[config.mk]
export PLATFORM = sky130hd
export DESIGN_NAME = sss_top
export DESIGN_NICKNAME = d
export VERILOG_FILES = /design/src/rtl/sss_pkg.sv /design/src/rtl/sss_sync2.sv /design/src/rtl/sss_top.sv
export SDC_FILE = /design/constraint.sdc
export NUM_CORES = 1
export LEC_CHECK = 0
export ABC_AREA = 1
export CAP_MARGIN = 30
export CORE_MARGIN = 2
export CORE_UTILIZATION = 35
export DETAILED_ROUTE_END_ITERATION = 8
export DONT_BUFFER_PORTS = 1
export GPL_ROUTABILITY_DRIVEN = 0
export PLACE_DENSITY = 0.57
export REMOVE_ABC_BUFFERS = 1
export SYNTH_ARGS = -nofsm -noshare
export SYNTH_HDL_FRONTEND = slang
export SYNTH_SLANG_ARGS = --single-unit
export TNS_END_PERCENT = 30
[constraint.sdc]
create_clock -name clk -period 2.8 [get_ports clk]
set_clock_uncertainty 0.05 [all_clocks]
set_input_delay 0.56 -clock clk [delete_from_list [all_inputs] [get_ports clk]]
set_output_delay 0.56 -clock clk [all_outputs]
set_load 0.02 [all_outputs]
[src/rtl/sss_pkg.sv]
package sss_pkg;
    // ------------------------------------------------------------
    // register map, byte addresses on the 8-bit register port
    // ------------------------------------------------------------
    localparam logic [7:0] ADDR_CTRL = 8'h00; // receive_control_reg / transmit_control_reg
    localparam logic [7:0] ADDR_IRQCTL = 8'h04; // irq_control_reg and peripheral_irq_enable_one
    localparam logic [7:0] ADDR_RXDATA = 8'h08; // receive_holding_reg, read pops
    localparam logic [7:0] ADDR_TXDATA = 8'h0C; // transmit_holding_reg, write only
    localparam logic [7:0] ADDR_STATUS = 8'h10; // sticky events, read clears
    localparam logic [7:0] ADDR_MASK = 8'h14; // mask, same layout as status
    localparam logic [7:0] ADDR_FLAGS = 8'h18; // peripheral_irq_flags_one, read only

    // ------------------------------------------------------------
    // field positions
    // ------------------------------------------------------------
    localparam int CTRL_PORT_ENABLE = 0;
    localparam int CTRL_SYNC_MODE = 1;
    localparam int CTRL_CLOCK_MASTER = 2;
    localparam int CTRL_TX_ENABLE = 3;
    localparam int CTRL_CONT_RX = 4; // continuous_receive_enable, treated as set in slave mode
    localparam int CTRL_SINGLE_RX = 5; // single_receive_enable, ignored in slave mode
    localparam int IRQ_GLOBAL = 0; // global_irq_enable
    localparam int IRQ_PERIPH_GATE = 1; // peripheral_irq_gate
    localparam int IRQ_RX_ENABLE = 2; // receive_irq_enable
    localparam int IRQ_TX_ENABLE = 3; // transmit_irq_enable
    localparam int FLAG_RX_DONE = 0; // receive_done_flag
    localparam int FLAG_TX_EMPTY = 1; // transmit_empty_flag
    localparam int EV_RX_WORD = 0;
    localparam int EV_TX_LOAD = 1;
    localparam int EV_OVERRUN = 2;

    // ------------------------------------------------------------
    // reset values and counts
    // ------------------------------------------------------------
    localparam logic [7:0] CTRL_RESET = 8'h00;
    localparam logic [7:0] IRQCTL_RESET = 8'h00;
    localparam logic [2:0] EV_RESET = 3'h0;
    localparam logic [2:0] BIT_LAST = 3'h7; // eight bits per word
    localparam logic [1:0] RX_DEPTH = 2'h2; // two-word receive buffer
    localparam logic [14:0] ISR_VECTOR = 15'h0004;

    // ------------------------------------------------------------
    // carriers
    // ------------------------------------------------------------
    typedef struct packed {
        logic wr;
        logic rd;
        logic [7:0] addr;
        logic [7:0] wdata;
    } sss_req_s;

    typedef struct packed {
        logic wake_req;
        logic isr_req;
        logic [14:0] isr_vector;
    } sss_core_s;
endpackage : sss_pkg

[src/rtl/sss_sync2.sv]
// two-flop synchroniser for levels from outside the clk domain
module sss_sync2 #(
    parameter int WIDTH = 1
) (
    // clock and reset
    input wire logic clk,
    input wire logic rst_b,
    // level in and out
    input wire logic [WIDTH-1:0] async_in,
    output logic [WIDTH-1:0] sync_out
);
    logic [WIDTH-1:0] meta;

    // first stage is read only by the second
    always_ff @(posedge clk or negedge rst_b) begin
        if (!rst_b) begin
            meta <= '0;
            sync_out <= '0;
        end else begin
            meta <= async_in;
            sync_out <= meta;
        end
    end
endmodule : sss_sync2

[src/rtl/sss_top.sv]
module sss_top (
    // clock and reset
    input wire logic clk,
    input wire logic rst_b,
    // register port
    input wire sss_pkg::sss_req_s req,
    output logic [7:0] rdata,
    // serial link pins
    input wire logic serial_clock_pin,
    input wire logic serial_data_in,
    output logic serial_data_out,
    output logic serial_data_oe,
    // core wake and interrupt
    output sss_pkg::sss_core_s core,
    output logic irq
);
    // ------------------------------------------------------------
    // pin synchronisation and edge finding
    // ------------------------------------------------------------
    logic ck_s;
    logic din_s;
    logic ck_q;
    logic ck_fall;

    sss_sync2 #(.WIDTH(2)) u_sync (
        .clk(clk),
        .rst_b(rst_b),
        .async_in({serial_clock_pin, serial_data_in}),
        .sync_out({ck_s, din_s})
    );

    // delayed copy of the synced clock for edge detection
    always_ff @(posedge clk or negedge rst_b) begin
        if (!rst_b) begin
            ck_q <= 1'b0;
        end else begin
            ck_q <= ck_s;
        end
    end

    // master samples and device shifts on the falling serial edge
    assign ck_fall = ck_q & ~ck_s;

    // ------------------------------------------------------------
    // control registers
    // ------------------------------------------------------------
    logic [7:0] ctrl;
    logic [7:0] irqctl;
    logic [2:0] status;
    logic [2:0] mask;
    logic operational;
    logic tx_active;
    logic rx_active;

    // software writes to control and mask
    always_ff @(posedge clk or negedge rst_b) begin
        if (!rst_b) begin
            ctrl <= sss_pkg::CTRL_RESET;
            irqctl <= sss_pkg::IRQCTL_RESET;
            mask <= sss_pkg::EV_RESET;
        end else if (req.wr) begin
            if (req.addr == sss_pkg::ADDR_CTRL) begin
                ctrl <= req.wdata;
            end else if (req.addr == sss_pkg::ADDR_IRQCTL) begin
                irqctl <= req.wdata;
            end else if (req.addr == sss_pkg::ADDR_MASK) begin
                mask <= req.wdata[2:0];
            end
        end
    end

    // only synchronous slave mode keeps the shifters alive
    assign operational = ctrl[sss_pkg::CTRL_PORT_ENABLE] & ctrl[sss_pkg::CTRL_SYNC_MODE]
                       & ~ctrl[sss_pkg::CTRL_CLOCK_MASTER];
    assign tx_active = operational & ctrl[sss_pkg::CTRL_TX_ENABLE];
    // receiver runs whenever not transmitting, enable bits are don't care
    assign rx_active = operational & ~ctrl[sss_pkg::CTRL_TX_ENABLE];

    // ------------------------------------------------------------
    // receive shifter and two-word buffer
    // ------------------------------------------------------------
    logic [7:0] rx_shift;
    logic [2:0] rx_cnt;
    logic [7:0] rx_mem [0:1];
    logic rx_wp;
    logic rx_rp;
    logic [1:0] rx_count;
    logic rx_word;
    logic rx_push;
    logic rx_pop;
    logic rx_over;
    logic rd_rx;

    assign rx_word = rx_active & ck_fall & (rx_cnt == sss_pkg::BIT_LAST);
    assign rx_push = rx_word & (rx_count != sss_pkg::RX_DEPTH);
    assign rx_over = rx_word & (rx_count == sss_pkg::RX_DEPTH);
    assign rd_rx = req.rd & (req.addr == sss_pkg::ADDR_RXDATA);
    assign rx_pop = rd_rx & (rx_count != 2'h0);

    // shift in lsb first on each falling serial edge
    always_ff @(posedge clk or negedge rst_b) begin
        if (!rst_b) begin
            rx_shift <= 8'h00;
            rx_cnt <= 3'h0;
        end else if (!rx_active) begin
            rx_cnt <= 3'h0;
        end else if (ck_fall) begin
            rx_shift <= {din_s, rx_shift[7:1]};
            rx_cnt <= rx_cnt + 3'h1;
        end
    end

    // buffer write pointer
    always_ff @(posedge clk or negedge rst_b) begin
        if (!rst_b) begin
            rx_wp <= 1'b0;
        end else if (rx_push) begin
            rx_wp <= ~rx_wp;
        end
    end

    // buffer storage, the finished word goes in with its last bit, no reset needed
    always_ff @(posedge clk) begin
        if (rx_push) begin
            rx_mem[rx_wp] <= {din_s, rx_shift[7:1]};
        end
    end

    // buffer read side and fill level
    always_ff @(posedge clk or negedge rst_b) begin
        if (!rst_b) begin
            rx_rp <= 1'b0;
            rx_count <= 2'h0;
        end else begin
            if (rx_pop) begin
                rx_rp <= ~rx_rp;
            end
            // flag clears only when reads empty the buffer
            if (rx_push && !rx_pop) begin
                rx_count <= rx_count + 2'h1;
            end else if (rx_pop && !rx_push) begin
                rx_count <= rx_count - 2'h1;
            end
        end
    end

    // ------------------------------------------------------------
    // transmit holding register and shifter
    // ------------------------------------------------------------
    logic [7:0] tx_hold;
    logic hold_full;
    logic [7:0] tx_shift;
    logic shift_full;
    logic [2:0] tx_cnt;
    logic tx_load;
    logic wr_tx;
    logic tx_take;

    assign tx_load = hold_full & ~shift_full & tx_active;
    assign wr_tx = req.wr & (req.addr == sss_pkg::ADDR_TXDATA);
    // a write to a full holding register is dropped unless its byte moves to the shifter in that cycle
    assign tx_take = wr_tx & (~hold_full | tx_load);

    // holding register, a new byte wins over the move to the shifter
    always_ff @(posedge clk or negedge rst_b) begin
        if (!rst_b) begin
            tx_hold <= 8'h00;
            hold_full <= 1'b0;
        end else if (tx_take) begin
            tx_hold <= req.wdata;
            hold_full <= 1'b1;
        end else if (tx_load) begin
            hold_full <= 1'b0;
        end
    end

    // shifter, bit 0 drives the pin and advances on falling edges
    always_ff @(posedge clk or negedge rst_b) begin
        if (!rst_b) begin
            tx_shift <= 8'h00;
            shift_full <= 1'b0;
            tx_cnt <= 3'h0;
        end else if (!tx_active) begin
            shift_full <= 1'b0;
            tx_cnt <= 3'h0;
        end else if (shift_full && ck_fall) begin
            tx_shift <= {1'b0, tx_shift[7:1]};
            tx_cnt <= tx_cnt + 3'h1;
            if (tx_cnt == sss_pkg::BIT_LAST) begin
                shift_full <= 1'b0;
            end
        end else if (tx_load) begin
            tx_shift <= tx_hold;
            shift_full <= 1'b1;
        end
    end

    assign serial_data_out = tx_shift[0];

    // pin driven only while transmitting
    always_ff @(posedge clk or negedge rst_b) begin
        if (!rst_b) begin
            serial_data_oe <= 1'b0;
        end else begin
            serial_data_oe <= tx_active;
        end
    end

    // ------------------------------------------------------------
    // events, status and interrupt line
    // ------------------------------------------------------------
    logic [2:0] events;
    logic rd_status;
    logic rx_flag;
    logic tx_flag;

    assign events = {rx_over, tx_load, rx_push};
    assign rd_status = req.rd & (req.addr == sss_pkg::ADDR_STATUS);
    assign rx_flag = (rx_count != 2'h0);
    assign tx_flag = ~hold_full;

    // sticky events, a set in the clearing read survives
    always_ff @(posedge clk or negedge rst_b) begin
        if (!rst_b) begin
            status <= sss_pkg::EV_RESET;
        end else begin
            status <= (rd_status ? sss_pkg::EV_RESET : status) | events;
        end
    end

    // level interrupt from unmasked status
    always_ff @(posedge clk or negedge rst_b) begin
        if (!rst_b) begin
            irq <= 1'b0;
        end else begin
            irq <= |(status & mask);
        end
    end

    // wake from the enabled flags, vector request only with global enable
    always_ff @(posedge clk or negedge rst_b) begin
        if (!rst_b) begin
            core <= '0;
        end else begin
            core.wake_req <= irqctl[sss_pkg::IRQ_PERIPH_GATE]
                & ((rx_flag & irqctl[sss_pkg::IRQ_RX_ENABLE])
                | (tx_flag & irqctl[sss_pkg::IRQ_TX_ENABLE]));
            core.isr_req <= irqctl[sss_pkg::IRQ_GLOBAL] & irqctl[sss_pkg::IRQ_PERIPH_GATE]
                & ((rx_flag & irqctl[sss_pkg::IRQ_RX_ENABLE])
                | (tx_flag & irqctl[sss_pkg::IRQ_TX_ENABLE]));
            core.isr_vector <= sss_pkg::ISR_VECTOR;
        end
    end

    // ------------------------------------------------------------
    // read data, one cycle after the strobe
    // ------------------------------------------------------------
    always_ff @(posedge clk or negedge rst_b) begin
        if (!rst_b) begin
            rdata <= 8'h00;
        end else if (req.rd) begin
            if (req.addr == sss_pkg::ADDR_CTRL) begin
                rdata <= ctrl;
            end else if (req.addr == sss_pkg::ADDR_IRQCTL) begin
                rdata <= irqctl;
            end else if (req.addr == sss_pkg::ADDR_RXDATA) begin
                rdata <= rx_flag ? rx_mem[rx_rp] : 8'h00;
            end else if (req.addr == sss_pkg::ADDR_STATUS) begin
                rdata <= {5'h00, status};
            end else if (req.addr == sss_pkg::ADDR_MASK) begin
                rdata <= {5'h00, mask};
            end else if (req.addr == sss_pkg::ADDR_FLAGS) begin
                rdata <= {6'h00, tx_flag, rx_flag};
            end else begin
                rdata <= 8'h00;
            end
        end else begin
            rdata <= 8'h00;
        end
    end

    // ------------------------------------------------------------
    // assertions
    // ------------------------------------------------------------
    property p_rx_sample;
        @(posedge clk) disable iff (!rst_b)
        (rx_active && ck_fall) |=> (rx_shift[7] == $past(din_s));
    endproperty
    a_rx_sample: assert property (p_rx_sample) else $error("rx bit not sampled");

    property p_rx_done;
        @(posedge clk) disable iff (!rst_b)
        (rx_push && !rx_pop && rx_count == 2'h0) |=> (rx_count == 2'h1)
            ##1 (core.wake_req || !(irqctl[sss_pkg::IRQ_RX_ENABLE] && irqctl[sss_pkg::IRQ_PERIPH_GATE]));
    endproperty
    a_rx_done: assert property (p_rx_done) else $error("rx word did not set flag");

    property p_rx_drain;
        @(posedge clk) disable iff (!rst_b)
        (rx_pop && !rx_push && rx_count == 2'h1) |=> (rx_count == 2'h0);
    endproperty
    a_rx_drain: assert property (p_rx_drain) else $error("flag not cleared by last read");

    property p_tx_shift;
        @(posedge clk) disable iff (!rst_b)
        (tx_active && shift_full && ck_fall) |=> (tx_shift[6:0] == $past(tx_shift[7:1]));
    endproperty
    a_tx_shift: assert property (p_tx_shift) else $error("tx shifter did not advance");

    property p_tx_load;
        @(posedge clk) disable iff (!rst_b)
        tx_load |=> (tx_shift == $past(tx_hold)) && shift_full && status[sss_pkg::EV_TX_LOAD];
    endproperty
    a_tx_load: assert property (p_tx_load) else $error("holding byte not moved");

    property p_tx_write;
        @(posedge clk) disable iff (!rst_b)
        tx_take |=> hold_full && (tx_hold == $past(req.wdata));
    endproperty
    a_tx_write: assert property (p_tx_write) else $error("write did not clear empty");

    property p_mode_idle;
        @(posedge clk) disable iff (!rst_b)
        !operational |=> !shift_full && (rx_cnt == 3'h0) && !serial_data_oe;
    endproperty
    a_mode_idle: assert property (p_mode_idle) else $error("shifter active outside slave mode");

    property p_isr;
        @(posedge clk) disable iff (!rst_b)
        core.isr_req |-> core.wake_req && (core.isr_vector == sss_pkg::ISR_VECTOR);
    endproperty
    a_isr: assert property (p_isr) else $error("isr request without wake");

    property p_clear_loses;
        @(posedge clk) disable iff (!rst_b)
        (rd_status && events != 3'h0) |=> ((status & $past(events)) == $past(events));
    endproperty
    a_clear_loses: assert property (p_clear_loses) else $error("event lost in clearing read");

    c_rx_word: cover property (@(posedge clk) disable iff (!rst_b) rx_push);
    c_tx_load: cover property (@(posedge clk) disable iff (!rst_b) tx_load ##[1:200] tx_load);
    c_overrun: cover property (@(posedge clk) disable iff (!rst_b) rx_over);
    c_isr: cover property (@(posedge clk) disable iff (!rst_b) core.isr_req && irq);
endmodule : sss_top
After elaboration in Yosys (flattened, before gate mapping):

Memory sizes are Yosys's and may differ from the RTL's.
Cells that the tools add are included.

* bits in registers: 76
* input port bits: 22
* memories: 1
* bits in writable memories: 16

* reductions and logical operators: 17
* eq/ne operators: 14
* bitwise operators: 34
* muxes and demuxes: 25
* add/subtract/negate cells: 4

Memories
* rx_mem: depth 2, width 8, rd ports 1, clocked after Yosys merged registers in 0, wr ports 1, RTL line sss_top.sv:84 `logic [7:0] rx_mem [0:1];`

Operators by type and width (count)
* $mux 8: 7
* $eq 8x5->1 const B: 3
* $and 1x1->1: 21
* $mux 3: 7
* $eq 8x4->1 const B: 2
* $not 1->1: 9
* $eq 8x3->1 const B: 1
* $logic_not 8->1: 1
* $mux 1: 8
* $reduce_and 2->1: 4
* $reduce_bool 2->1: 4
* $add 3x1->3 const B: 2
* $eq 3x3->1 const B: 2
* $mux 2: 3
* $ne 2x2->1 const B: 2
* $reduce_and 4->1: 1
* $and 3x3->3: 1
* $logic_and 1x1->1: 3
* $ne 3x1->1 const B: 1
* $ne 3x2->1 const B: 1
* $or 3x3->3: 1
* $reduce_and 3->1: 1
* $reduce_or 3->1: 1
* $add 2x1->2 const B: 1
* other kinds (5): 7

Logic depth before layout (Yosys ltp):

Gate-level depths: netlist of the first run.

* word-level depth: 10
* gate-level depth with buffers: 10
* gate-level depth less buffers: 10

Modules after synthesis:

A second synthesis of the first run with hierarchy kept.

* cells, all modules: 426
* area, all modules: 4036.4 µm²

By module, submodules not included
* sss_top: instances 1, seq. area each 2257.2 µm², area an instance 3936.3 µm², cells each 422
* sss_sync2: instances 1, seq. area each 100.1 µm², area an instance 100.1 µm², cells each 4

Worst setup path before layout of the first run:

OpenSTA, ideal clock, no wires.

* path type: input-to-reg
* from: input req[12] (netlist name)
* to: register rx_count[1]
* setup time: 131 ps
* path slack: 775 ps
* buffers on the path: 0
* cell stages on the path: 8
* data arrival time: 1844 ps
* cells stage by stage: nor2_4 -> nand3_4 -> nor4_4 -> nand2_1 -> ha_1 -> a21oi_1 -> o21ai_0 -> xor2_1

* cells in the longest elaborated chain, start to end: 6
* elaborated cells on any way between the ends: 8
* classes of those cells: eq/ne: 1; mux: 1; bitwise: 2; reduce/logical: 4

RTL lines
* from (decl): RTL line sss_top.sv:6 `input wire sss_pkg::sss_req_s req,`
* $eq 8x4->1 (*): RTL line sss_top.sv:97 `assign rd_rx = req.rd & (req.addr == sss_pkg::ADDR_RXDATA);`
* $and 1x1->1 (*): RTL line sss_top.sv:97
* $and 1x1->1 (*): RTL line sss_top.sv:98 `assign rx_pop = rd_rx & (rx_count != 2'h0);`
* $logic_not 1->1: RTL line sss_top.sv:139 `if (rx_push && !rx_pop) begin`
* $logic_and 1x1->1: RTL line sss_top.sv:139
* $mux 2 / $reduce_bool 2->1 (equally long branches)
* to (signal assigned): RTL line sss_top.sv:140 `rx_count <= rx_count + 2'h1;`
* to (signal assigned): RTL line sss_top.sv:142 `rx_count <= rx_count - 2'h1;`
* to (decl): RTL line sss_top.sv:87 `logic [1:0] rx_count;`

Mark *: on every way between the ends. The rest lies on a longest branch, timed or not.
A chain may end at the register's enable or synchronous reset.

Final worst setup path of the first run:

* from: register u_sync.sync_out[1]
* to: register rx_count[1]

* cells in the longest elaborated chain, start to end: 8
* elaborated cells on any way between the ends: 10
* classes of those cells: mux: 1; bitwise: 5; reduce/logical: 4

RTL lines
* from (decl): RTL line sss_sync2.sv:10 `output logic [WIDTH-1:0] sync_out`
* from (signal assigned): RTL line sss_sync2.sv:21 `sync_out <= meta;`
* $not 1->1 (*): RTL line sss_top.sv:42 `assign ck_fall = ck_q & ~ck_s;`
* $and 1x1->1 (*): RTL line sss_top.sv:42
* $and 1x1->1 (*) (2 in a row): RTL line sss_top.sv:94 `assign rx_word = rx_active & ck_fall & (rx_cnt == sss_pkg::BIT_LAST);`
* $and 1x1->1 (*): RTL line sss_top.sv:95 `assign rx_push = rx_word & (rx_count != sss_pkg::RX_DEPTH);`
* via rx_push: RTL line sss_top.sv:89 `logic rx_push;`
* $logic_not 1->1: RTL line sss_top.sv:141 `end else if (rx_pop && !rx_push) begin`
* $logic_and 1x1->1: RTL line sss_top.sv:141
* $reduce_bool 2->1 (no source line)

The timed path passes the listed nets; every way through them passes the cells marked *.

==> results of run 1 <==
[path summary, 6_finish.rpt]
| check | depth (start not counted) | from | to | slack (ns) |
|---|---|---|---|---|
| worst min register to register | 0 | u_sync.meta[0] | u_sync.sync_out[0] | 0.30 |
| worst max register to register | 9 | u_sync.sync_out[1] | rx_count[1] | 0.83 |
| worst min-delay path | 1 | rst_b | irqctl[0] | 0.04 |
| max in group asynchronous | 1 | rst_b | rx_shift[5] | 2.34 |
| min in group clk | 0 | serial_clock_pin | u_sync.meta[1] | 0.19 |
| worst max-delay path | 9 | u_sync.sync_out[1] | rx_count[1] | 0.83 |
[final cells by class]
cell class              instances  share of cell area
multi-input cells             271               0.336
clock inverters                 7              0.0112
well taps                     143              0.0392
inverters                      45              0.0381
flip-flops and latches         91               0.517
repair buffers                  3             0.00932
clock buffers                   9              0.0494
[kinds of logic (layout without fill, tap and decap cells)]
group / count (synthesis) / in the layout / share of synthesized area
compound gates: 74 / 74 / 0.119
xor+xnor: 2 / 2 / 0.00418
fa+ha+maj: 5 / 5 / 0.0149
buf+inv: 66 / 64 / 0.0838
flops: 91 / 91 / 0.562
other cells: 2 / 15 / 0.00179
simple gates: 175 / 175 / 0.214
[report_power, final]
group	internal [mW]	total, mW	switching, mW
Combinational	0.0315	0.129	0.0973
Clock	0.608	1.13	0.526
Sequential	1.37	1.40	0.0266
[flip-flops by register name, indices dropped and copies added (netlist names), 2 cells and up]
register,flops
tx_cnt,3
rx_count,2
tx_hold,8
rdata,8
tx_shift,8
mask,3
u_sync.sync_out,2
core,3
u_sync.meta,2
rx_cnt,3
status,3
irqctl,8
rx_shift,7
ctrl,8
rx_mem,16
[Yosys cell counts, drive strengths merged]
library cell,n,area share
a211oi,1,0.0018
buf,21,0.042
o31ai,1,0.0018
ha,5,0.015
conb,2,0.0018
dfrtp,75,0.45
clkinv,2,0.0018
nor2,29,0.042
a21oi,11,0.014
nor4,1,0.0051
nor3,3,0.0089
o21ai,47,0.073
nand2,122,0.13
o211ai,8,0.018
a22oi,1,0.0018
xor2,1,0.0021
nand3,19,0.029
a31oi,3,0.0045
inv,43,0.040
and2b,1,0.0024
xnor2,1,0.0021
a22o,2,0.0042
edfxtp,16,0.11
[metal layers]
metal	wire, um	track usage
met4	91	0.0366
met1	3850	0.183
met2	3790	0.208
met5	0	0
met3	368	0.0505
[stage by stage]
| step | util | instance area, um2 | power [mW] | hold slack (ns) |
|---|---|---|---|---|
| 3_5_place_dp | 0.368 | 4260 | 1.53 | 0.217 |
| 6_report | 0.395 | 4560 | 2.66 | 0.0421 |
| 4_1_cts | 0.395 | 4560 | 2.69 | 0.0678 |
| 2_1_floorplan | - | 4070 | 1.50 | 0.214 |
| 3_3_place_gp | 0.368 | 4260 | 1.53 | 0.217 |
| 5_1_grt | 0.395 | 4560 | 2.77 | 0.0672 |
[worst max-delay path: stages (launching register included)]
cell     delay (ns)
dfrtp_1        0.37
nor2_1         0.27
inv_1          0.07
nor2_1         0.15
nand3_1        0.18
inv_1          0.12
ha_1           0.26
a21oi_1        0.12
o21ai_0        0.11
xor2_1         0.15
==> impl_results.html, run 1 <==
<table>
<tr><th>Metric</th><th>Value</th></tr>
<tr><th colspan="2">Drt</th></tr>
<tr><td>Per-cell via count in the routed design</td><td>4.72</td></tr>
<tr><td>Average detailed-routed wire length per instance</td><td>~14 um</td></tr>
<tr><td>Iteration-0 DRC count of the detailed router</td><td>121</td></tr>
<tr><td>First-pass detailed-route iteration total</td><td>4</td></tr>
<tr><td>Final Routed Wirelength</td><td>8100 um</td></tr>
<tr><td>Total number of vias</td><td>2688</td></tr>
<tr><td>Remaining antenna violation count</td><td>0</td></tr>
<tr><td>DRC</td><td>0</td></tr>
<tr><th colspan="2">Die</th></tr>
<tr><td>Number of ports placed on the die boundary</td><td>50</td></tr>
<tr><td>Core area</td><td>11600 um2</td></tr>
<tr><td>Area of the die</td><td>about 13000 um2</td></tr>
<tr><td>Rows</td><td>39</td></tr>
<tr><td>Initial standard-cell utilization of the core</td><td>0.363</td></tr>
<tr><td>Die Ht</td><td>113 um</td></tr>
<tr><td>Die width</td><td>113 um</td></tr>
<tr><th colspan="2">Final layout</th></tr>
<tr><td>Nets@finish</td><td>448</td></tr>
<tr><td>Top library cells by usage in the layout, fill and taps aside</td><td>nand2_1 (109), dfrtp_1 (75), inv_1 (38)</td></tr>
<tr><td>Most common cell after layout, fill and taps aside</td><td>nand2_1</td></tr>
<tr><td>Layout overhead on the synthesized area</td><td>8.80%</td></tr>
<tr><td>Total of fill cells in the finished design</td><td>1123</td></tr>
<tr><td>Sequential cell area</td><td>2360 um2</td></tr>
<tr><td>Ratio of cells with drive above 1 in the final layout</td><td>0.167</td></tr>
<tr><td>Multi-input logic area</td><td>1530 um2</td></tr>
<tr><td>Antenna diodes</td><td>0</td></tr>
<tr><td>Cell Count, Final, Fillers Out</td><td>569</td></tr>
<tr><th colspan="2">Clocking</th></tr>
<tr><td>Max Buffers Root-to-Sink</td><td>2</td></tr>
<tr><td>Resize count post-CTS</td><td>0</td></tr>
<tr><td>Clock root buffer</td><td>clkbuf_16</td></tr>
<tr><td>Clk sinks</td><td>roughly 90</td></tr>
<tr><td>Clock tree from TritonCTS</td><td>built</td></tr>
<tr><td>Clock-pin slew of the registers on the worst-case setup and hold paths</td><td>roughly 0.070 ns</td></tr>
<tr><td>Number of buffers created by CTS</td><td>9</td></tr>
<tr><td>Hold buffer count at cts</td><td>1</td></tr>
<tr><td>Number of buffers inserted by post-CTS setup repair</td><td>0</td></tr>
<tr><td>Level count of the clock H-tree</td><td>3</td></tr>
<tr><td>Clock Latency Late Sink</td><td>around 0.35 ns</td></tr>
<tr><th colspan="2">Logic synthesis</th></tr>
<tr><td>Mean instance size in the synthesized netlist</td><td>approximately 10 um2</td></tr>
<tr><td>Yosys Warn Count</td><td>0</td></tr>
<tr><td>Seq/Total Area, Yosys</td><td>0.562</td></tr>
<tr><td>Cells after Synth</td><td>roughly 420</td></tr>
<tr><td>Summed instance area of the synthesized netlist</td><td>4190 um2</td></tr>
<tr><td>Synthesized flop and latch total</td><td>91</td></tr>
<tr><td>Number of unique standard cell types used by synthesis</td><td>40</td></tr>
<tr><th colspan="2">Hold path</th></tr>
<tr><td>Worst hold-check path type</td><td>in -&gt; async</td></tr>
<tr><th colspan="2">Timing</th></tr>
<tr><td>Total of endpoints with negative setup slack in the final report</td><td>0</td></tr>
<tr><td>Minimum clock period after layout</td><td>1.97 ns</td></tr>
<tr><td>Post-route worst setup slack</td><td>0.831 ns</td></tr>
<tr><td>Period utilisation layout</td><td>0.703</td></tr>
<tr><td>RSZ-0062 raised after global routing</td><td>no</td></tr>
<tr><td>Post-Route Setup TNS</td><td>0 ns</td></tr>
<tr><td>Actual slew at the worst max-slew pin</td><td>0.593 ns</td></tr>
<tr><td>Hold Vio Cnt, Final</td><td>0</td></tr>
<tr><td>Final number of max-transition violations</td><td>0</td></tr>
<tr><td>Slew headroom</td><td>0.603</td></tr>
<tr><td>Maximum operating frequency</td><td>508 MHz</td></tr>
<tr><th colspan="2">Pwr</th></tr>
<tr><td>Total leakage power</td><td>2.17 nW</td></tr>
<tr><td>Total power density per cell area</td><td>around 600 nW/um2</td></tr>
<tr><td>Worst IR drop on VDD</td><td>0.000334 V</td></tr>
<tr><th colspan="2">Flow run</th></tr>
<tr><td>Number of maximum-capacitance violations</td><td>0</td></tr>
<tr><th colspan="2">Critical path</th></tr>
<tr><td>Kind of launch point of the worst setup path</td><td>flip-flop</td></tr>
<tr><td>Arrival @ worst endpoint</td><td>2.14 ns</td></tr>
<tr><td>Critical Path End Type</td><td>flip-flop</td></tr>
<tr><td>Highest net fanout along the worst path</td><td>4</td></tr>
<tr><td>Data required time of the critical path</td><td>2.97 ns</td></tr>
<tr><td>Type of the worst setup path</td><td>reg -&gt; reg</td></tr>
<tr><th colspan="2">GRT</th></tr>
<tr><td>Final global-route overflow total</td><td>0</td></tr>
<tr><td>GRT Overall Usage</td><td>0.136</td></tr>
<tr><td>Wire length of the first global-routing pass</td><td>13400 um</td></tr>
<tr><td>Antenna violations before repair</td><td>0</td></tr>
<tr><td>Vias in the first global route</td><td>2530</td></tr>
<tr><td>Largest net degree at the start of global routing</td><td>76</td></tr>
<tr><th colspan="2">Place</th></tr>
<tr><td>Placed wire-length estimate after detailed placement</td><td>5880 um</td></tr>
<tr><td>Setup slack after placement</td><td>around 0.60 ns</td></tr>
<tr><td>Input/output buffers</td><td>0</td></tr>
<tr><td># placed instances</td><td>552</td></tr>
<tr><th colspan="2">Run status</th></tr>
<tr><td>Result of the run</td><td>finished, final reports clean</td></tr>
</table>
(Power assumes the default switching activity.)
==> run 2, diff against run 1 <==
Settings changed: ABC_AREA 1 to 0, PLACE_DENSITY 0.57 to 0.59.
Clock period 2.8 ns to 1.6 ns, I/O delays scaled along.
==> run 2 against run 1 <==
The run now ends with hold timing, setup timing left. Critical endpoint unchanged. Largest cell class unchanged. Clock power is 110% higher. Worst setup slack worse by 0.87 ns. Routed wire length is 4.2% lower. Clock-buffer cell count is 1 higher. Flip-flop and latch count stayed put. Largest power group unchanged. Design area is 2.5% higher. Die area is 5.5% lower. Worst hold slack worse by 0.42 ns. Combinational power hardly changed. Via count is 12% lower. Sequential power is 73% higher. Final cell count is 15% lower.
==> impl_results.html, run 2 <==
<table>
<tr><th>Metric</th><th>Value</th></tr>
<tr><th colspan="2">Logic synthesis</th></tr>
<tr><td>Number of enable flip-flop cells after synthesis</td><td>16 (unchanged)</td></tr>
<tr><td>Area share of the largest cell type after synthesis</td><td>0.475 (+0.0272)</td></tr>
<tr><td>Yosys Warn Count</td><td>0 (unchanged)</td></tr>
<tr><td>Cell with the most instances after synthesis</td><td>dfrtp_1</td></tr>
<tr><td>Mean instance size in the synthesized netlist</td><td>12.7 um2 (+25%)</td></tr>
<tr><td>Dominant cell type by area after synthesis</td><td>dfrtp_1</td></tr>
<tr><td>Proportion of synthesized flip-flops having asynchronous set or reset</td><td>0.824 (unchanged)</td></tr>
<tr><td>Main area contributors after synthesis</td><td>dfrtp_1 (47%), edfxtp_1 (12%), mux2_2 (5.4%)</td></tr>
<tr><td>Summed instance area of the synthesized netlist</td><td>3950 um2 (-5.7%)</td></tr>
<tr><td>Most instantiated flip-flop cell in the synthesis netlist</td><td>dfrtp_1</td></tr>
<tr><td>Number of unique standard cell types used by synthesis</td><td>50 (+25%)</td></tr>
<tr><td>Synthesized flop and latch total</td><td>91 (unchanged)</td></tr>
<tr><td>Seq/Total Area, Yosys</td><td>0.596 (+0.0342)</td></tr>
<tr><td>Most instantiated cells after synthesis</td><td>dfrtp_1 (75), nand2_1 (31), nor2_1 (20)</td></tr>
<tr><td>Cells after Synth</td><td>312 (-25%)</td></tr>
<tr><th colspan="2">Timing</th></tr>
<tr><td>Post-route worst setup slack</td><td>-0.0390 ns (-0.870 ns)</td></tr>
<tr><td>Hold Vio Cnt, Final</td><td>75 (+75)</td></tr>
<tr><td>RSZ-0062 raised after global routing</td><td>yes</td></tr>
<tr><td>Post-Route Setup TNS</td><td>-0.191 ns (-0.191 ns)</td></tr>
<tr><td>Post-route worst hold slack</td><td>-0.376 ns (-0.418 ns)</td></tr>
<tr><td>Maximum operating frequency</td><td>610 MHz (+20%)</td></tr>
<tr><td>Final number of max-transition violations</td><td>0 (unchanged)</td></tr>
<tr><td>Total of endpoints with negative setup slack in the final report</td><td>9 (+9)</td></tr>
<tr><td>Period utilisation layout</td><td>1.02 (+0.321)</td></tr>
<tr><td>Minimum clock period after layout</td><td>1.64 ns (-0.330 ns)</td></tr>
<tr><th colspan="2">GRT</th></tr>
<tr><td>Largest net degree at the start of global routing</td><td>76 (unchanged)</td></tr>
<tr><td>Vias in the first global route</td><td>2367 (-6.4%)</td></tr>
<tr><td>Final global-route overflow total</td><td>0 (unchanged)</td></tr>
<tr><td>Antenna violations before repair</td><td>0 (unchanged)</td></tr>
<tr><td>Wire length of the first global-routing pass</td><td>12700 um (-5.4%)</td></tr>
<tr><td>GRT Overall Usage</td><td>0.141 (+0.00538)</td></tr>
<tr><th colspan="2">Final layout</th></tr>
<tr><td>Max reg flops</td><td>16 (unchanged)</td></tr>
<tr><td>Ratio of cells with drive above 1 in the final layout</td><td>0.257 (+0.0906)</td></tr>
<tr><td>Sequential cell area</td><td>2360 um2 (unchanged)</td></tr>
<tr><td>Nets@finish</td><td>368 (-18%)</td></tr>
<tr><td>Register with the most flip-flops</td><td>rx_mem</td></tr>
<tr><td>Top library cells by usage in the layout, fill and taps aside</td><td>dfrtp_1 (75), nand2_1 (31), buf_4 (24)</td></tr>
<tr><td>Most common cell after layout, fill and taps aside</td><td>dfrtp_1</td></tr>
<tr><td>Multi-input logic area</td><td>1520 um2 (-0.73%)</td></tr>
<tr><td>Total of fill cells in the finished design</td><td>1026 (-8.6%)</td></tr>
<tr><td>Final Cell Area</td><td>4680 um2 (+2.5%)</td></tr>
<tr><td>Layout overhead on the synthesized area</td><td>18.3%</td></tr>
<tr><td>Antenna diodes</td><td>0 (unchanged)</td></tr>
<tr><th colspan="2">Die</th></tr>
<tr><td>Die Ht</td><td>110 um (-2.8%)</td></tr>
<tr><td>Area of the die</td><td>12200 um2 (-5.5%)</td></tr>
<tr><td>Rows</td><td>38 (-2.6%)</td></tr>
<tr><td>Number of ports placed on the die boundary</td><td>50 (unchanged)</td></tr>
<tr><td>Die width</td><td>110 um (-2.8%)</td></tr>
<tr><td>Core area</td><td>10900 um2 (-5.4%)</td></tr>
<tr><td>Initial standard-cell utilization of the core</td><td>0.362 (-0.00110)</td></tr>
<tr><th colspan="2">Run status</th></tr>
<tr><td>Violated checks</td><td>hold timing, setup timing</td></tr>
<tr><td>Result of the run</td><td>complete, but fails checks</td></tr>
<tr><th colspan="2">Drt</th></tr>
<tr><td>Total number of vias</td><td>2354 (-12%)</td></tr>
<tr><td>Iteration-0 DRC count of the detailed router</td><td>157 (+30%)</td></tr>
<tr><td>DRC</td><td>0 (unchanged)</td></tr>
<tr><td>Per-cell via count in the routed design</td><td>4.84 (+2.5%)</td></tr>
<tr><td>First-pass detailed-route iteration total</td><td>4 (unchanged)</td></tr>
<tr><td>Remaining antenna violation count</td><td>0 (unchanged)</td></tr>
<tr><td>Average detailed-routed wire length per instance</td><td>16.0 um (+12%)</td></tr>
<tr><td>Final Routed Wirelength</td><td>7760 um (-4.2%)</td></tr>
<tr><th colspan="2">Critical path</th></tr>
<tr><td>Type of the worst setup path</td><td>reg -&gt; reg</td></tr>
<tr><td>Arrival @ worst endpoint</td><td>1.81 ns (-0.33 ns)</td></tr>
<tr><td>Kind of launch point of the worst setup path</td><td>flip-flop</td></tr>
<tr><td>Critical Path End Type</td><td>flip-flop</td></tr>
<tr><td>Highest net fanout along the worst path</td><td>4 (unchanged)</td></tr>
<tr><td>Data required time of the critical path</td><td>1.77 ns (-1.20 ns)</td></tr>
<tr><th colspan="2">Pwr</th></tr>
<tr><td>Total power density per cell area</td><td>1060 nW/um2 (+81%)</td></tr>
<tr><td>Total leakage power</td><td>2.29 nW (+5.5%)</td></tr>
<tr><td>Worst IR drop on VDD</td><td>0.000602 V (+81%)</td></tr>
<tr><th colspan="2">Place</th></tr>
<tr><td>Cell area after placement</td><td>4240 um2 (-0.47%)</td></tr>
<tr><td>Placed wire-length estimate after detailed placement</td><td>5520 um (-6.1%)</td></tr>
<tr><td>Input/output buffers</td><td>0 (unchanged)</td></tr>
<tr><td>Setup slack after placement</td><td>-0.158 ns (-0.761 ns)</td></tr>
<tr><th colspan="2">Clocking</th></tr>
<tr><td>Number of buffers created by CTS</td><td>9 (unchanged)</td></tr>
<tr><td>Level count of the clock H-tree</td><td>3 (unchanged)</td></tr>
<tr><td>Clock Latency Late Sink</td><td>0.34 ns (about the same)</td></tr>
<tr><td>Clk sinks</td><td>91 (unchanged)</td></tr>
<tr><td>Hold buffer count at cts</td><td>2 (+1)</td></tr>
<tr><td>Max Buffers Root-to-Sink</td><td>2 (unchanged)</td></tr>
<tr><td>Clock-pin slew of the registers on the worst-case setup and hold paths</td><td>0.06 ns (about the same)</td></tr>
<tr><td>Clock tree from TritonCTS</td><td>built</td></tr>
<tr><td>Clock root buffer</td><td>clkbuf_16</td></tr>
<tr><th colspan="2">Flow run</th></tr>
<tr><td>Number of maximum-capacitance violations</td><td>0 (unchanged)</td></tr>
<tr><th colspan="2">Hold path</th></tr>
<tr><td>Worst hold-check path type</td><td>in -&gt; async</td></tr>
</table>
[run 2: changes by cell type after synthesis, sizes merged, moves of 7 or more]
| cell | delta |
|---|---|
| nand2 | -91 |
| nor2b | +8 |
| o21ai | -43 |
| mux2 | +27 |
| o211ai | -8 |
| nand2b | +7 |
| nor2 | -8 |
| inv | -38 |
| nand3 | -15 |
| o22ai | +8 |
| mux2i | +19 |
[run 2: area by class of cell]
class,count,share of cell area
well taps,140,0.0374
inverters,5,0.00401
flip-flops and latches,91,0.504
clock buffers,10,0.0489
clock inverters,6,0.0241
multi-input cells,204,0.325
repair buffers,30,0.0562
[run 2: path summary, 6_finish.rpt]
check                                    start                  to  slack [ns]  depth (start not counted)
worst max-delay path                   ctrl[3]         rx_count[1]       -0.04                          7
worst min-delay path                     rst_b            core[16]       -0.38                          0
worst max register to register         ctrl[3]         rx_count[1]       -0.04                          7
worst min register to register  u_sync.meta[1]  u_sync.sync_out[1]        0.30                          0
max in group asynchronous                rst_b         rx_shift[1]        1.77                          0
min in group clk                       req[16]            rdata[5]        0.06                          1
[run 2: what timing repair did]
| action | CTS | global route |
|---|---|---|
| pin swaps | 2 | 1 |
| gates cloned | 0 | 1 |
| endpoints found under the setup margin | 26 | 34 |
| hold endpoints to repair | 77 | 75 |
| resized for setup | 5 | 11 |
| buffers inserted | 0 | 1 |
[run 2: per-layer routing]
| metal | wire length (um) | vias to the layer above | part of all wire | GRT usage |
|---|---|---|---|---|
| li1 | - | 1122 | - | - |
| met1 | 3660 | 1161 | 0.47 | 0.197 |
| met2 | 3520 | 64 | 0.45 | 0.208 |
| met3 | 471 | 7 | 0.061 | 0.0441 |
| met4 | 107 | 0 | 0.014 | 0.0482 |
| met5 | 0 | - | 0 | 0 |
[run 2: kinds of logic after synthesis]
logic type,synth area share
AO/OA/AOI/OAI,0.0684
XOR/XNOR,0.0133
adder cells (fa/ha/maj),0.0158
buffers and inverters,0.0449
flip-flops,0.596
multiplexers,0.133
other,0.00190
AND/OR/NAND/NOR,0.127
[run 2: worst max-delay path, cell delays in order, from the launching register on]
cell,delay [ns]
dfrtp_1,0.38
nand4bb_4,0.25
nor2_4,0.11
and3_4,0.21
ha_2,0.17
xor2_1,0.14
nor2_1,0.07
xor2_1,0.15
[run 2: metrics by stage]
step                total power [mW]  instances   util
detailed placement              2.58        466  0.388
floorplan                       2.54        300      -
CTS                             5.00        484  0.423
global route                    5.13        486  0.428
finish                          4.94        486  0.428
global placement                2.57        466  0.388
[run 2: where the power goes]
group	total, mW	internal (mW)	leakage [nW]	switching [mW]
sequential	2.42	2.39	1.16	0.0290
combinational	0.129	0.0639	0.959	0.0654
clock	2.40	1.53	0.167	0.867
total	4.94	3.98	2.29	0.961
==> run 3, diff against run 2 <==
Settings changed: SETUP_SLACK_MARGIN set to 0.3.
==> run 3 against run 2 <==
The flow still finishes with violations (hold timing, setup timing). First-iteration DRC count decreased by 20%. Register-to-register slack about the same. Clock-buffer cell count did not move. Sequential share of layout area fell by 3.0 points. Final cell count is 0.82% higher. Clock power hardly changed. Non-clock buffer count grew 4. Sequential power hardly changed. Critical path type unchanged. Highest routed layer unchanged.
==> impl_results.html, run 3 (synthesis results as in run 2) <==
<table>
<tr><th>Metric</th><th>Value</th></tr>
<tr><th colspan="2">Run status</th></tr>
<tr><td>Result of the run</td><td>complete, but fails checks</td></tr>
<tr><td>Violated checks</td><td>hold timing, setup timing</td></tr>
<tr><th colspan="2">GRT</th></tr>
<tr><td>GRT Overall Usage</td><td>0.144 (+0.00238)</td></tr>
<tr><td>Vias in the first global route</td><td>2406 (+1.6%)</td></tr>
<tr><td>Largest net degree at the start of global routing</td><td>76 (unchanged)</td></tr>
<tr><td>Wire length of the first global-routing pass</td><td>12900 um (+1.6%)</td></tr>
<tr><td>Antenna violations before repair</td><td>0 (unchanged)</td></tr>
<tr><td>Final global-route overflow total</td><td>0 (unchanged)</td></tr>
<tr><th colspan="2">Timing</th></tr>
<tr><td>Minimum clock period after layout</td><td>1.64 ns (+0.00330 ns)</td></tr>
<tr><td>Post-route worst setup slack</td><td>-0.0423 ns (-0.00330 ns)</td></tr>
<tr><td>Maximum operating frequency</td><td>609 MHz (-0.20%)</td></tr>
<tr><td>Actual slew at the worst max-slew pin</td><td>0.598 ns</td></tr>
<tr><td>Slew headroom</td><td>0.598</td></tr>
<tr><td>Post-route worst hold slack</td><td>-0.375 ns (+0.000747 ns)</td></tr>
<tr><td>Period utilisation layout</td><td>1.03 (+0.00206)</td></tr>
<tr><td>Total of endpoints with negative setup slack in the final report</td><td>9 (unchanged)</td></tr>
<tr><td>Hold Vio Cnt, Final</td><td>75 (unchanged)</td></tr>
<tr><td>RSZ-0062 raised after global routing</td><td>yes</td></tr>
<tr><td>Final number of max-transition violations</td><td>0 (unchanged)</td></tr>
<tr><th colspan="2">Critical path</th></tr>
<tr><td>Critical Path End Type</td><td>flip-flop</td></tr>
<tr><td>Arrival @ worst endpoint</td><td>1.81 ns (about the same)</td></tr>
<tr><td>Critical path endpoint</td><td>rx_count[1]</td></tr>
<tr><td>Number of buffer and inverter stages on the critical path</td><td>0 (unchanged)</td></tr>
<tr><td>Logic depth of the worst path, buffers included</td><td>7 (unchanged)</td></tr>
<tr><td>Highest net fanout along the worst path</td><td>4 (unchanged)</td></tr>
<tr><td>Reg2Reg Depth</td><td>7 (unchanged)</td></tr>
<tr><td>Chain of cells forming the critical path</td><td>nand4bb_4 &gt; nor2_4 &gt; and3_4 &gt; ha_2 &gt; xor2_1 &gt; nor2_1 &gt; xor2_1</td></tr>
<tr><td>Crit. Startpoint</td><td>ctrl[3]</td></tr>
<tr><td>Start of the worst register-to-register path</td><td>ctrl[3]</td></tr>
<tr><td>Kind of launch point of the worst setup path</td><td>flip-flop</td></tr>
<tr><td>Worst stage delay on the critical path</td><td>0.38 ns (about the same)</td></tr>
<tr><td>Crit-path most repeated cell</td><td>xor2_1</td></tr>
<tr><td>Data required time of the critical path</td><td>1.77 ns (about the same)</td></tr>
<tr><td>Crit-path slowest cell</td><td>dfrtp_1</td></tr>
<tr><td>Type of the worst setup path</td><td>reg -&gt; reg</td></tr>
<tr><td>Top cell family by delay on the critical path</td><td>simple AND/OR/NAND/NOR gates</td></tr>
<tr><td>Critical R2R Capture</td><td>rx_count[1]</td></tr>
<tr><td>Worst R2R Setup Slack</td><td>-0.04 ns (about the same)</td></tr>
<tr><th colspan="2">Clocking</th></tr>
<tr><td>Clock-pin slew of the registers on the worst-case setup and hold paths</td><td>0.06 ns (about the same)</td></tr>
<tr><td>Clock root buffer</td><td>clkbuf_16</td></tr>
<tr><td>Max Buffers Root-to-Sink</td><td>2 (unchanged)</td></tr>
<tr><td>Clock Latency Late Sink</td><td>0.34 ns (about the same)</td></tr>
<tr><td>Hold buffer count at cts</td><td>2 (unchanged)</td></tr>
<tr><td>Number of buffers created by CTS</td><td>9 (unchanged)</td></tr>
<tr><td>Clock tree from TritonCTS</td><td>built</td></tr>
<tr><td>Clk sinks</td><td>91 (unchanged)</td></tr>
<tr><td>Level count of the clock H-tree</td><td>3 (unchanged)</td></tr>
<tr><th colspan="2">Final layout</th></tr>
<tr><td>Max reg flops</td><td>16 (unchanged)</td></tr>
<tr><td>Layout overhead on the synthesized area</td><td>25.8%</td></tr>
<tr><td>Ratio of cells with drive above 1 in the final layout</td><td>0.354 (+0.0971)</td></tr>
<tr><td>Antenna diodes</td><td>0 (unchanged)</td></tr>
<tr><td>Most common cell after layout, fill and taps aside</td><td>dfrtp_1</td></tr>
<tr><td>Register with the most flip-flops</td><td>rx_mem</td></tr>
<tr><td>Top library cells by usage in the layout, fill and taps aside</td><td>dfrtp_1 (75), nand2_1 (28), buf_4 (23)</td></tr>
<tr><td>Nets@finish</td><td>372 (+1.1%)</td></tr>
<tr><td>Cell Count, Final, Fillers Out</td><td>490 (+0.82%)</td></tr>
<tr><td>Final Cell Area</td><td>4970 um2 (+6.3%)</td></tr>
<tr><th colspan="2">Drt</th></tr>
<tr><td>First-pass detailed-route iteration total</td><td>4 (unchanged)</td></tr>
<tr><td>Final Routed Wirelength</td><td>8060 um (+3.9%)</td></tr>
<tr><td>Total number of vias</td><td>2435 (+3.4%)</td></tr>
<tr><td>Iteration-0 DRC count of the detailed router</td><td>126 (-20%)</td></tr>
<tr><td>Average detailed-routed wire length per instance</td><td>16.4 um (+3.0%)</td></tr>
<tr><td>DRC</td><td>0 (unchanged)</td></tr>
<tr><td>Per-cell via count in the routed design</td><td>4.97 (+2.6%)</td></tr>
<tr><td>Remaining antenna violation count</td><td>0 (unchanged)</td></tr>
<tr><th colspan="2">Die</th></tr>
<tr><td>Initial standard-cell utilization of the core</td><td>0.362 (unchanged)</td></tr>
<tr><td>Die Ht</td><td>110 um (unchanged)</td></tr>
<tr><td>Die width</td><td>110 um (unchanged)</td></tr>
<tr><td>Area of the die</td><td>12200 um2 (unchanged)</td></tr>
<tr><td>Rows</td><td>38 (unchanged)</td></tr>
<tr><td>Number of ports placed on the die boundary</td><td>50 (unchanged)</td></tr>
<tr><td>Core area</td><td>10900 um2 (unchanged)</td></tr>
<tr><th colspan="2">Pwr</th></tr>
<tr><td>Total power density per cell area</td><td>998 nW/um2 (-5.5%)</td></tr>
<tr><td>Worst IR drop on VDD</td><td>0.000596 V (-1.1%)</td></tr>
<tr><td>Total leakage power</td><td>2.34 nW (+2.2%)</td></tr>
<tr><th colspan="2">Place</th></tr>
<tr><td>Cell area after placement</td><td>4240 um2 (unchanged)</td></tr>
<tr><td>Placed wire-length estimate after detailed placement</td><td>5520 um (unchanged)</td></tr>
<tr><td># placed instances</td><td>466 (unchanged)</td></tr>
<tr><td>Input/output buffers</td><td>0 (unchanged)</td></tr>
<tr><th colspan="2">Flow run</th></tr>
<tr><td>Number of maximum-capacitance violations</td><td>0 (unchanged)</td></tr>
<tr><th colspan="2">Hold path</th></tr>
<tr><td>Worst hold-check path type</td><td>in -&gt; async</td></tr>
</table>
## run 3: cell types whose count changed in the layout (fill, tap and decap cells not counted), moves of 3 or more
cell,previous run,this run
mux2_4,8,16
a21oi_1,10,2
nor2_4,1,9
buf_6,2,6
nor2_2,0,5
a21oi_2,1,8
nand2_2,0,3
mux2_2,19,11
nand2_1,31,28
nor2_1,20,7
## run 3: where the power goes
part / internal (mW) / total [mW] / switching, mW
logic: 0.0736 / 0.146 / 0.0725
registers: 2.39 / 2.42 / 0.0302
clock network: 1.53 / 2.40 / 0.869
## run 3: layout make-up
| class | instances | area (um2) |
|---|---|---|
| clock inverter | 6 | 113 |
| tap | 140 | 175 |
| multi-input combinational | 204 | 1760 |
| sequential | 91 | 2360 |
| timing repair buffer | 34 | 320 |
| clock buffer | 10 | 229 |
| fill | 994 | 5960 |
| inverter | 5 | 18.8 |
## run 3: layer usage
layer / vias to the layer above / global-route usage / part of all wire
met5: - / 0 / 0
li1: 1126 / - / -
met3: 6 / 0.0447 / 0.063
met2: 81 / 0.216 / 0.47
met4: 0 / 0.0482 / 0.014
met1: 1222 / 0.197 / 0.45
## run 3: how the worst min path moves through the flow
stage | endpoint | slack, ns | start | cells past startpoint
finish | core[2] | -0.38 | rst_b | 0
global route | shift_full | -0.40 | rst_b | 0
CTS | irqctl[2] | -0.39 | rst_b | 0
detailed placement | core[2] | -0.02 | rst_b | 0
global placement | core[2] | -0.02 | rst_b | 0
floorplan | ck_q | -0.03 | rst_b | 0
## run 3: timing repair
| item | in CTS | in global routing |
|---|---|---|
| hold endpoints to repair | 77 | 75 |
| buffers inserted | 1 | 4 |
| endpoints found under the setup margin | 62 | 68 |
| resized for setup | 15 | 66 |
| gates cloned | 0 | 1 |
| pin swaps | 21 | 11 |
## run 3: through the flow
step | power [mW] | TNS, ns | utilization | hold WS (ns) | setup WS [ns]
after global routing | 5.15 | -1.47 | 0.455 | -0.401 | -0.121
after floorplan | 2.54 | -9.06 | - | -0.0256 | -0.443
after CTS | 5.00 | -0.0885 | 0.427 | -0.393 | -0.0286
after detailed placement | 2.58 | -1.96 | 0.388 | -0.0247 | -0.158
after global placement | 2.57 | -1.59 | 0.388 | -0.0243 | -0.131
final | 4.96 | -0.321 | 0.455 | -0.375 | -0.0423
## run 3: worst reg2reg max path: cells and delay by family (launching register included)
family | cells | cell delay, ns
AND/OR/NAND/NOR | 4 | 0.64
flip-flops | 1 | 0.38
XOR/XNOR | 2 | 0.29
adder cells (fa/ha/maj) | 1 | 0.17
